--- src/logic/apcr_cfg.svh ---
`ifndef APCR_CFG_SVH
`define APCR_CFG_SVH

// Register indices; the byte address on the bus is four times the index
`define APCR_IDX_L0_B0 10'h0AC
`define APCR_IDX_L0_B1 10'h0AD
`define APCR_IDX_L0_B2 10'h0AE
`define APCR_IDX_L0_B3 10'h0AF
`define APCR_IDX_L1_B0 10'h0B0
`define APCR_IDX_L1_B1 10'h0B1
`define APCR_IDX_L1_B2 10'h0B2
`define APCR_IDX_L1_B3 10'h0B3
`define APCR_IDX_STATUS 10'h0C0

// Byte numbers inside one loop bank
`define APCR_BYTE_PUMP 2'h0
`define APCR_BYTE_MODE 2'h1
`define APCR_BYTE_VCOA 2'h2
`define APCR_BYTE_VCOB 2'h3

// Field positions
`define APCR_F_PUMP 7:5
`define APCR_F_SERIES 4:3
`define APCR_F_CAP 2:1
`define APCR_F_FILT 0
`define APCR_F_SYNTH 3
`define APCR_F_LCNT 1
`define APCR_F_LMAN 0
`define APCR_F_VCO 5
`define APCR_F_CODE 4:0

// Reset values
`define APCR_RST_PUMP 3'h4
`define APCR_RST_SERIES 2'h1
`define APCR_RST_CAP 2'h1
`define APCR_RST_FILT 1'h1
`define APCR_RST_SYNTH 1'h0
`define APCR_RST_LCNT 1'h1
`define APCR_RST_LMAN 1'h0
`define APCR_RST_VCO 1'h1
`define APCR_RST_CODE_A 5'h0B
`define APCR_RST_CODE_B 5'h00

// Pump current step and the digital state code meaning forced free-run
`define APCR_PUMP_STEP_UA 10'h06E
`define APCR_RST_PUMP_UA 10'h226
`define APCR_STATE_FREERUN 2'h3

`endif

--- src/logic/apcr_pkg.sv ---
package apcr_pkg;

  // One loop's analog settings
  typedef struct packed {
    logic [2:0] pump;
    logic [1:0] series;
    logic [1:0] cap;
    logic filt;
    logic synth;
    logic lcnt;
    logic lman;
    logic vco;
    logic [4:0] code_a;
    logic [4:0] code_b;
  } apcr_bank_t;

  // Derived loop mode, all registered
  typedef struct packed {
    logic ref_inputs;
    logic ref_crystal;
    logic [9:0] pump_ua;
    logic mismatch;
  } apcr_mode_t;

  typedef enum logic [1:0] {
    apcr_wb_idle = 2'h1,
    apcr_wb_ack = 2'h2
  } apcr_wb_state_t;

  typedef struct packed {
    apcr_wb_state_t st;
    logic ack;
    logic [31:0] dat;
  } apcr_wb_t;

endpackage

--- src/logic/apcr_loop_mode.sv ---
`timescale 1ns/1ps
`default_nettype none
`include "apcr_cfg.svh"

module apcr_loop_mode (
  input wire logic clk,
  input wire logic reset_n,
  input wire logic synth,
  input wire logic [2:0] pump,
  input wire logic [1:0] dig_state,
  output logic ref_inputs,
  output logic ref_crystal,
  output logic [9:0] pump_ua,
  output logic mismatch
);

  apcr_pkg::apcr_mode_t st_reg;
  apcr_pkg::apcr_mode_t st_next;

  // Reference source, pump current in uA and a synth/free-run consistency flag
  always_comb
  begin
    st_next.ref_inputs = !synth;
    st_next.ref_crystal = synth;
    st_next.pump_ua = 10'((10'(pump) + 10'h001) * `APCR_PUMP_STEP_UA);
    // Only flags misuse; the loop cannot force the digital state itself
    st_next.mismatch = synth && (dig_state != `APCR_STATE_FREERUN);
  end

  always_ff @(posedge clk or negedge reset_n)
  begin
    if (!reset_n)
      st_reg <= {1'h1, 1'h0, `APCR_RST_PUMP_UA, 1'h0};
    else
      st_reg <= st_next;
  end

  assign ref_inputs = st_reg.ref_inputs;
  assign ref_crystal = st_reg.ref_crystal;
  assign pump_ua = st_reg.pump_ua;
  assign mismatch = st_reg.mismatch;
endmodule
`default_nettype wire

--- src/logic/apcr_loop_regs.sv ---
`timescale 1ns/1ps
`default_nettype none
`include "apcr_cfg.svh"

module apcr_loop_regs (
  input wire logic clk,
  input wire logic reset_n,
  input wire logic wr_en,
  input wire logic [1:0] wr_byte,
  input wire logic [7:0] wr_data,
  input wire logic [1:0] rd_byte,
  output logic [7:0] rd_data,
  output apcr_pkg::apcr_bank_t bank
);

  apcr_pkg::apcr_bank_t bank_reg;
  apcr_pkg::apcr_bank_t bank_next;

  assign bank = bank_reg;

  // Reserved positions are not stored, so a stray one written is dropped
  always_comb
  begin
    bank_next = bank_reg;
    if (wr_en)
    begin
      case (wr_byte)
        `APCR_BYTE_PUMP:
        begin
          bank_next.pump = wr_data[`APCR_F_PUMP];
          bank_next.series = wr_data[`APCR_F_SERIES];
          bank_next.cap = wr_data[`APCR_F_CAP];
          bank_next.filt = wr_data[`APCR_F_FILT];
        end
        `APCR_BYTE_MODE:
        begin
          bank_next.synth = wr_data[`APCR_F_SYNTH];
          bank_next.lcnt = wr_data[`APCR_F_LCNT];
          bank_next.lman = wr_data[`APCR_F_LMAN];
        end
        `APCR_BYTE_VCOA:
        begin
          bank_next.vco = wr_data[`APCR_F_VCO];
          bank_next.code_a = wr_data[`APCR_F_CODE];
        end
        default:
          bank_next.code_b = wr_data[`APCR_F_CODE];
      endcase
    end
  end

  // Reserved bits read as zero
  always_comb
  begin
    rd_data = 8'h00;
    case (rd_byte)
      `APCR_BYTE_PUMP:
        rd_data = {bank_reg.pump, bank_reg.series, bank_reg.cap,
                   bank_reg.filt};
      `APCR_BYTE_MODE:
      begin
        rd_data[`APCR_F_SYNTH] = bank_reg.synth;
        rd_data[`APCR_F_LCNT] = bank_reg.lcnt;
        rd_data[`APCR_F_LMAN] = bank_reg.lman;
      end
      `APCR_BYTE_VCOA:
      begin
        rd_data[`APCR_F_VCO] = bank_reg.vco;
        rd_data[`APCR_F_CODE] = bank_reg.code_a;
      end
      default:
        rd_data[`APCR_F_CODE] = bank_reg.code_b;
    endcase
  end

  // Defaults loaded at reset
  always_ff @(posedge clk or negedge reset_n)
  begin
    if (!reset_n)
      bank_reg <= {`APCR_RST_PUMP, `APCR_RST_SERIES, `APCR_RST_CAP,
                   `APCR_RST_FILT, `APCR_RST_SYNTH, `APCR_RST_LCNT,
                   `APCR_RST_LMAN, `APCR_RST_VCO, `APCR_RST_CODE_A,
                   `APCR_RST_CODE_B};
    else
      bank_reg <= bank_next;
  end
endmodule
`default_nettype wire

--- src/logic/apcr_top.sv ---
`timescale 1ns/1ps
`default_nettype none
`include "apcr_cfg.svh"

module apcr_top (
  input wire logic clk,
  input wire logic reset_n,
  input wire logic wb_cyc_i,
  input wire logic wb_stb_i,
  input wire logic wb_we_i,
  input wire logic [11:0] wb_adr_i,
  input wire logic [3:0] wb_sel_i,
  input wire logic [31:0] wb_dat_i,
  output logic [31:0] wb_dat_o,
  output logic wb_ack_o,
  input wire logic [1:0] loop0_digital_state_field,
  input wire logic [1:0] loop1_digital_state_field,
  output logic [2:0] loop0_pump_current,
  output logic [1:0] loop0_filter_series_res,
  output logic [1:0] loop0_filter_par_cap,
  output logic loop0_filter_zero_sel,
  output logic loop0_synth_select,
  output logic loop0_lock_count_sel,
  output logic loop0_lock_manual,
  output logic loop0_manual_vco_pick,
  output logic [4:0] loop0_vco_a_lock_code,
  output logic [4:0] loop0_vco_b_lock_code,
  output logic loop0_ref_from_inputs,
  output logic loop0_ref_from_crystal,
  output logic [9:0] loop0_pump_current_ua,
  output logic loop0_state_mismatch,
  output logic [2:0] loop1_pump_current,
  output logic [1:0] loop1_filter_series_res,
  output logic [1:0] loop1_filter_par_cap,
  output logic loop1_filter_zero_sel,
  output logic loop1_synth_select,
  output logic loop1_lock_count_sel,
  output logic loop1_lock_manual,
  output logic loop1_manual_vco_pick,
  output logic [4:0] loop1_vco_a_lock_code,
  output logic [4:0] loop1_vco_b_lock_code,
  output logic loop1_ref_from_inputs,
  output logic loop1_ref_from_crystal,
  output logic [9:0] loop1_pump_current_ua,
  output logic loop1_state_mismatch
);

  localparam logic [9:0] L0_BASE = `APCR_IDX_L0_B0;
  localparam logic [9:0] L1_BASE = `APCR_IDX_L1_B0;

  apcr_pkg::apcr_wb_t wb_reg;
  apcr_pkg::apcr_wb_t wb_next;
  apcr_pkg::apcr_bank_t bank0;
  apcr_pkg::apcr_bank_t bank1;

  logic [9:0] idx;
  logic hit0;
  logic hit1;
  logic hit_status;
  logic mapped;
  logic wr_commit;
  logic [7:0] rd0;
  logic [7:0] rd1;
  logic [3:0] status;
  logic [31:0] rd_word;

  // Word index and bank decode; byte lanes below the word are ignored
  assign idx = wb_adr_i[11:2];
  assign hit0 = idx[9:2] == L0_BASE[9:2];
  assign hit1 = idx[9:2] == L1_BASE[9:2];
  assign hit_status = idx == `APCR_IDX_STATUS;
  assign mapped = hit0 || hit1 || hit_status;

  // Writes land on the edge at which the master samples ack;
  // only lane 0 carries register data, so sel[0] gates the write
  assign wr_commit = wb_cyc_i && wb_stb_i && wb_we_i && wb_reg.ack &&
                     wb_sel_i[0];

  // Status word: consistency flags and live reference source
  assign status = {loop1_ref_from_crystal, loop0_ref_from_crystal,
                   loop1_state_mismatch, loop0_state_mismatch};

  // Read mux; unmapped words read as zero
  always_comb
  begin
    rd_word = 32'h0000_0000;
    if (hit0)
      rd_word = {24'h00_0000, rd0};
    else if (hit1)
      rd_word = {24'h00_0000, rd1};
    else if (hit_status)
      rd_word = {28'h000_0000, status};
  end

  // Bus handshake: ack one cycle after the request, then one idle cycle
  always_comb
  begin
    wb_next = wb_reg;
    case (wb_reg.st)
      apcr_pkg::apcr_wb_idle:
      begin
        wb_next.ack = 1'b0;
        if (wb_cyc_i && wb_stb_i)
        begin
          wb_next.ack = 1'b1;
          wb_next.dat = wb_we_i ? 32'h0000_0000 : rd_word;
          wb_next.st = apcr_pkg::apcr_wb_ack;
        end
      end
      apcr_pkg::apcr_wb_ack:
      begin
        // Forced idle cycle so a held strobe is not taken twice
        wb_next.ack = 1'b0;
        wb_next.st = apcr_pkg::apcr_wb_idle;
      end
      default:
      begin
        wb_next.ack = 1'b0;
        wb_next.st = apcr_pkg::apcr_wb_idle;
      end
    endcase
  end

  always_ff @(posedge clk or negedge reset_n)
  begin
    if (!reset_n)
      wb_reg <= {apcr_pkg::apcr_wb_idle, 1'b0, 32'h0000_0000};
    else
      wb_reg <= wb_next;
  end

  assign wb_ack_o = wb_reg.ack;
  assign wb_dat_o = wb_reg.dat;

  // Loop 0 bank at indices 0AC..0AF
  apcr_loop_regs u_bank0 (
    .clk(clk),
    .reset_n(reset_n),
    .wr_en(wr_commit && hit0),
    .wr_byte(idx[1:0]),
    .wr_data(wb_dat_i[7:0]),
    .rd_byte(idx[1:0]),
    .rd_data(rd0),
    .bank(bank0)
  );

  // Loop 1 bank at indices 0B0..0B3
  apcr_loop_regs u_bank1 (
    .clk(clk),
    .reset_n(reset_n),
    .wr_en(wr_commit && hit1),
    .wr_byte(idx[1:0]),
    .wr_data(wb_dat_i[7:0]),
    .rd_byte(idx[1:0]),
    .rd_data(rd1),
    .bank(bank1)
  );

  // Loop 0 reference source and pump current
  apcr_loop_mode u_mode0 (
    .clk(clk),
    .reset_n(reset_n),
    .synth(bank0.synth),
    .pump(bank0.pump),
    .dig_state(loop0_digital_state_field),
    .ref_inputs(loop0_ref_from_inputs),
    .ref_crystal(loop0_ref_from_crystal),
    .pump_ua(loop0_pump_current_ua),
    .mismatch(loop0_state_mismatch)
  );

  // Loop 1 reference source and pump current
  apcr_loop_mode u_mode1 (
    .clk(clk),
    .reset_n(reset_n),
    .synth(bank1.synth),
    .pump(bank1.pump),
    .dig_state(loop1_digital_state_field),
    .ref_inputs(loop1_ref_from_inputs),
    .ref_crystal(loop1_ref_from_crystal),
    .pump_ua(loop1_pump_current_ua),
    .mismatch(loop1_state_mismatch)
  );

  // Stored fields go straight out to the analog loops
  assign loop0_pump_current = bank0.pump;
  assign loop0_filter_series_res = bank0.series;
  assign loop0_filter_par_cap = bank0.cap;
  assign loop0_filter_zero_sel = bank0.filt;
  assign loop0_synth_select = bank0.synth;
  assign loop0_lock_count_sel = bank0.lcnt;
  assign loop0_lock_manual = bank0.lman;
  assign loop0_manual_vco_pick = bank0.vco;
  assign loop0_vco_a_lock_code = bank0.code_a;
  assign loop0_vco_b_lock_code = bank0.code_b;
  assign loop1_pump_current = bank1.pump;
  assign loop1_filter_series_res = bank1.series;
  assign loop1_filter_par_cap = bank1.cap;
  assign loop1_filter_zero_sel = bank1.filt;
  assign loop1_synth_select = bank1.synth;
  assign loop1_lock_count_sel = bank1.lcnt;
  assign loop1_lock_manual = bank1.lman;
  assign loop1_manual_vco_pick = bank1.vco;
  assign loop1_vco_a_lock_code = bank1.code_a;
  assign loop1_vco_b_lock_code = bank1.code_b;

  // Helpers read only by the checks below
  logic [2:0] dat_pump;
  logic dat_synth;
  assign dat_pump = wb_dat_i[`APCR_F_PUMP];
  assign dat_synth = wb_dat_i[`APCR_F_SYNTH];
endmodule
`default_nettype wire
--- config.mk ---
export PLATFORM = sky130hd
export DESIGN_NAME = apcr_top
export DESIGN_NICKNAME = d
export VERILOG_FILES = /design/src/logic/apcr_pkg.sv /design/src/logic/apcr_loop_mode.sv /design/src/logic/apcr_loop_regs.sv /design/src/logic/apcr_top.sv
export VERILOG_INCLUDE_DIRS = /design/src /design/src/logic
export SDC_FILE = /design/constraint.sdc
export NUM_CORES = 1
export LEC_CHECK = 0
export ABC_AREA = 1
export ABC_CLOCK_PERIOD_IN_PS = 2800
export BUFFER_PORTS_ARGS = -buffer_cell sky130_fd_sc_hd__buf_4
export CELL_PAD_IN_SITES_DETAIL_PLACEMENT = 1
export CELL_PAD_IN_SITES_GLOBAL_PLACEMENT = 1
export CORE_MARGIN = 8
export CORE_UTILIZATION = 30
export DETAILED_ROUTE_END_ITERATION = 16
export PLACE_DENSITY_LB_ADDON = 0.1
export SETUP_SLACK_MARGIN = 0.2
export SYNTH_ARGS = -nofsm -noshare
export SYNTH_HDL_FRONTEND = slang
export SYNTH_SLANG_ARGS = --single-unit
--- constraint.sdc ---
create_clock -name clk -period 2.8 [get_ports clk]
set_input_delay 0.28 -clock clk [delete_from_list [all_inputs] [get_ports clk]]
set_output_delay 0.28 -clock clk [all_outputs]
set_load 0.01 [all_outputs]
==> metrics.log <==
[metrics] Worst setup SP type: register
[metrics] final setup skew: 6.17 ps
[metrics] Final GP Congestion: just under 0.8
[metrics] worst setup path startpoint: u_bank0.bank[20]
[metrics] async set-or-reset flop fraction in the synthesized netlist: between 90% and 100%
[metrics] Routed met2 length: between 7000 and 8000 um
[metrics] total of warnings raised by yosys: 0
[metrics] top flip-flop cell by instance count after synthesis: sky130_fd_sc_hd__dfrtp_1
[metrics] number of global-route vias before repair: approximately 4100
[metrics] largest net degree at the start of global routing: 46
[metrics] worst-path fanout max: 4
[metrics] destination of the critical timing path: u_mode0.pump_ua[9]
[metrics] Met3 Wirelength: about 700 um
[metrics] number of search-and-repair iterations in the first detailed-routing pass: 4
[metrics] number of nets in the layout: 732
[metrics] port bufs: 104
[metrics] largest cells by area after synthesis: sky130_fd_sc_hd__dfrtp_1 27%, sky130_fd_sc_hd__dfstp_2 17%, sky130_fd_sc_hd__nand2_1 12%
[metrics] final number of hold-violating endpoints: 0
[metrics] total DRC errors in the routed layout: 0
[metrics] kind of capture point of the worst setup path: register
[metrics] count of clock tree sinks: 79
[metrics] share of layout cells above drive strength 1: between 30% and 40%
[metrics] sequential share of the synthesized area: between 40 and 50%
[metrics] number of max-cap violations: 0
[metrics] final critical delay including setup and external delays: 2590 ps
[metrics] share of the cycle needed by the critical path after routing: about 92%
[metrics] number of vias per cell after detailed routing: about 4.6
[metrics] multiplexer area fraction after synthesis: 0%
[metrics] Congestion Overflow GR: 0
[metrics] summed negative setup slack over all endpoints: 0 ps
[metrics] Hold Path Stages: 2
[metrics] status: completed
[metrics] cell with the most instances after synthesis: sky130_fd_sc_hd__nand2_1
[metrics] Routed WL: 14200 um
[metrics] WL/cell: 17.2 um
[metrics] total die area: 0.0195 mm^2
[metrics] P&R area growth vs syn: 33.1%
[metrics] Ant. Diodes: 0
[metrics] worst setup path category: register to register
[metrics] Netlist cell types: 35
[metrics] highest metal layer with signal wires: met4
[metrics] largest buffer count on any clock path: 2
[metrics] Placeable Area: around 0.015 mm^2
[metrics] Worst Hold Slack: about 99 ps
[metrics] post-synthesis cell type with the largest combined area: sky130_fd_sc_hd__dfrtp_1
[metrics] aggregate global-route resource usage: ~15%
[metrics] Vert. Die Dim: around 140 um
[metrics] minimum setup slack among reg-to-reg paths: about 210 ps
[metrics] first-pass GRT wire length: ~23000 um
[metrics] flip-flop and latch count after synthesis: 79
[metrics] remaining antenna violation count: 0
[metrics] post-synthesis area per instance: just under 9 um^2
[metrics] Max transition margin: between 50% and 60%
[metrics] placed wire-length estimate after detailed placement: ~11000 um
[metrics] Placed Instance Area: approximately 0.0055 mm^2
[metrics] level count of the clock H-tree: 3
[metrics] fraction of the mapped netlist area in adder cells: roughly 12%
[metrics] main combinational cell family by area after synthesis: simple AND/OR/NAND/NOR gates
[metrics] floorplan die width: between 100 and 150 um
[metrics] Top-Level Pins: 160
[metrics] 1st-iter DRT viols: roughly 170
[metrics] type of the most critical hold path: input port to register
[metrics] number of setup violations in the final report: 0
[metrics] terminus of the critical flop-to-flop path: u_mode0.pump_ua[9]
[metrics] row cnt: 45
[metrics] cell leakage power: roughly 0.0031 uW
[metrics] WP data required: slightly above 3000 ps
[metrics] PwrDens: between 400 and 500 mW/mm^2
[metrics] maximum vdd ir drop: 0.261 mV
[metrics] area share of and/or/nand/nor cells after synthesis: 21.1%
[metrics] Synth Area in Compound Gates: approximately 8.1%
[metrics] number of synthesized flops with an enable pin: 0
[metrics] root buffer cell: sky130_fd_sc_hd__clkbuf_16
[metrics] number of pins with negative max-slew slack in the final report: 0
[metrics] arrival time at the worst endpoint: 2850 ps
[metrics] worst slew pin tran: approximately 600 ps
[metrics] RSZ-0062 raised after global routing: yes
[metrics] initial antenna violation count: 0
[metrics] post-synth design cell area: approximately 0.0046 mm^2
[metrics] effective utilization at floorplan: roughly 30%
[metrics] reg2reg path depth: 9
[metrics] routed metal-1 wirelength: around 6200 um
[metrics] cells after synthesis: 522
[metrics] final instance area: 0.00608 mm^2
[metrics] Max Clock Freq: ~390 MHz
[metrics] clock transition at the registers of the reported paths: ~60 ps
[metrics] Yosys top cell area share: 27.4%
[metrics] reg2reg start: u_bank0.bank[20]
[metrics] Via Count: between 3000 and 4000
[metrics] clock tree from TritonCTS: done
[metrics] post-synthesis xor/xnor area fraction: under 10%
[metrics] Post-synth top cells: 144 x sky130_fd_sc_hd__nand2_1, 50 x sky130_fd_sc_hd__dfrtp_1, 46 x sky130_fd_sc_hd__inv_1
[metrics] Clk Latency, worst-skew pair: about 340 ps
[metrics] total clock buffers created by CTS: 9
layout by cell type (no fill, tap or decap), drive strengths merged, types with 3 or more instances in the layout:
master / instances
nor2: 30
a21oi: 6
buf: 122
conb: 26
nand3: 31
xnor2: 6
o21ai: 58
nand2: 149
clkinv: 5
clkbuf: 11
a21o: 3
dfrtp: 50
xor2: 10
ha: 35
fa: 6
nand4: 3
dfstp: 29
inv: 47
critical path, cell delays in order, from the launching register on:
cell and delay, ps:
sky130_fd_sc_hd__dfrtp_1 410, sky130_fd_sc_hd__buf_4 170, sky130_fd_sc_hd__ha_4 290, sky130_fd_sc_hd__inv_2 70, sky130_fd_sc_hd__fa_1 590, sky130_fd_sc_hd__ha_4 220, sky130_fd_sc_hd__fa_2 420, sky130_fd_sc_hd__nand4_1 110
sky130_fd_sc_hd__nand3_2 80, sky130_fd_sc_hd__xor2_1 160
final cells by class:
class	instances	area (um^2)
Timing Repair Buffer	123	955
Tap cell	188	235
Sequential cell	79	2020
Fill cell	1739	8950
Clock buffer	11	253
Inverter	50	193
Multi-Input combinational cell	371	2380
Clock inverter	5	56.3
metal layers:
metal | up-vias | track usage (%)
met4 | 0 | 5.08
met5 | - | 0
met2 | 89 | 25.1
met1 | 1841 | 17.7
li1 | 1822 | -
met3 | 17 | 3.59
report_power, final:
group / switching [uW] / internal, uW / total, uW
Combinational: 115 / 52.7 / 167
Sequential: 3.01 / 1150 / 1150
Clock: 498 / 738 / 1240
Total: 616 / 1940 / 2560
logic make-up after synthesis:
| kind of cell | after synthesis |
|---|---|
| xor+xnor | 16 |
| compound gates | 71 |
| fa+ha+maj | 41 |
| flops | 79 |
| other cells | 1 |
| simple gates | 217 |
| buf+inv | 97 |
stage by stage:
stage / instances / total power (uW) / setup WS (ps) / util, %
6_report: 827 / 2560 / 214 / 40.5
5_1_grt: 827 / 2660 / 103 / 40.5
4_1_cts: 825 / 2590 / 209 / 39.3
3_5_place_dp: 803 / 1340 / 62.0 / 36.5
3_3_place_gp: 803 / 1340 / 118 / 36.5
2_1_floorplan: 547 / 1280 / 195 / -
worst min-delay path by stage:
stage | endpoint | slack [ps] | from
finish | u_mode0.mismatch | 100 | loop0_digital_state_field[1]
global route | u_mode0.mismatch | 100 | loop0_digital_state_field[1]
CTS | u_mode0.mismatch | 80 | loop0_digital_state_field[1]
detailed placement | u_mode1.pump_ua[8] | 280 | reset_n
global placement | u_mode1.pump_ua[8] | 270 | reset_n
floorplan | u_bank0.bank[0] | -20 | reset_n
timing repair:
action	in CTS	in global routing
pin swaps	1	24
buffers inserted	5	2
gates cloned	0	0
setup endpoints to repair	7	6
gates resized for setup	7	25
hold endpoints to repair	23	0
hold buffers	1	0
(Power assumes the default switching activity.)
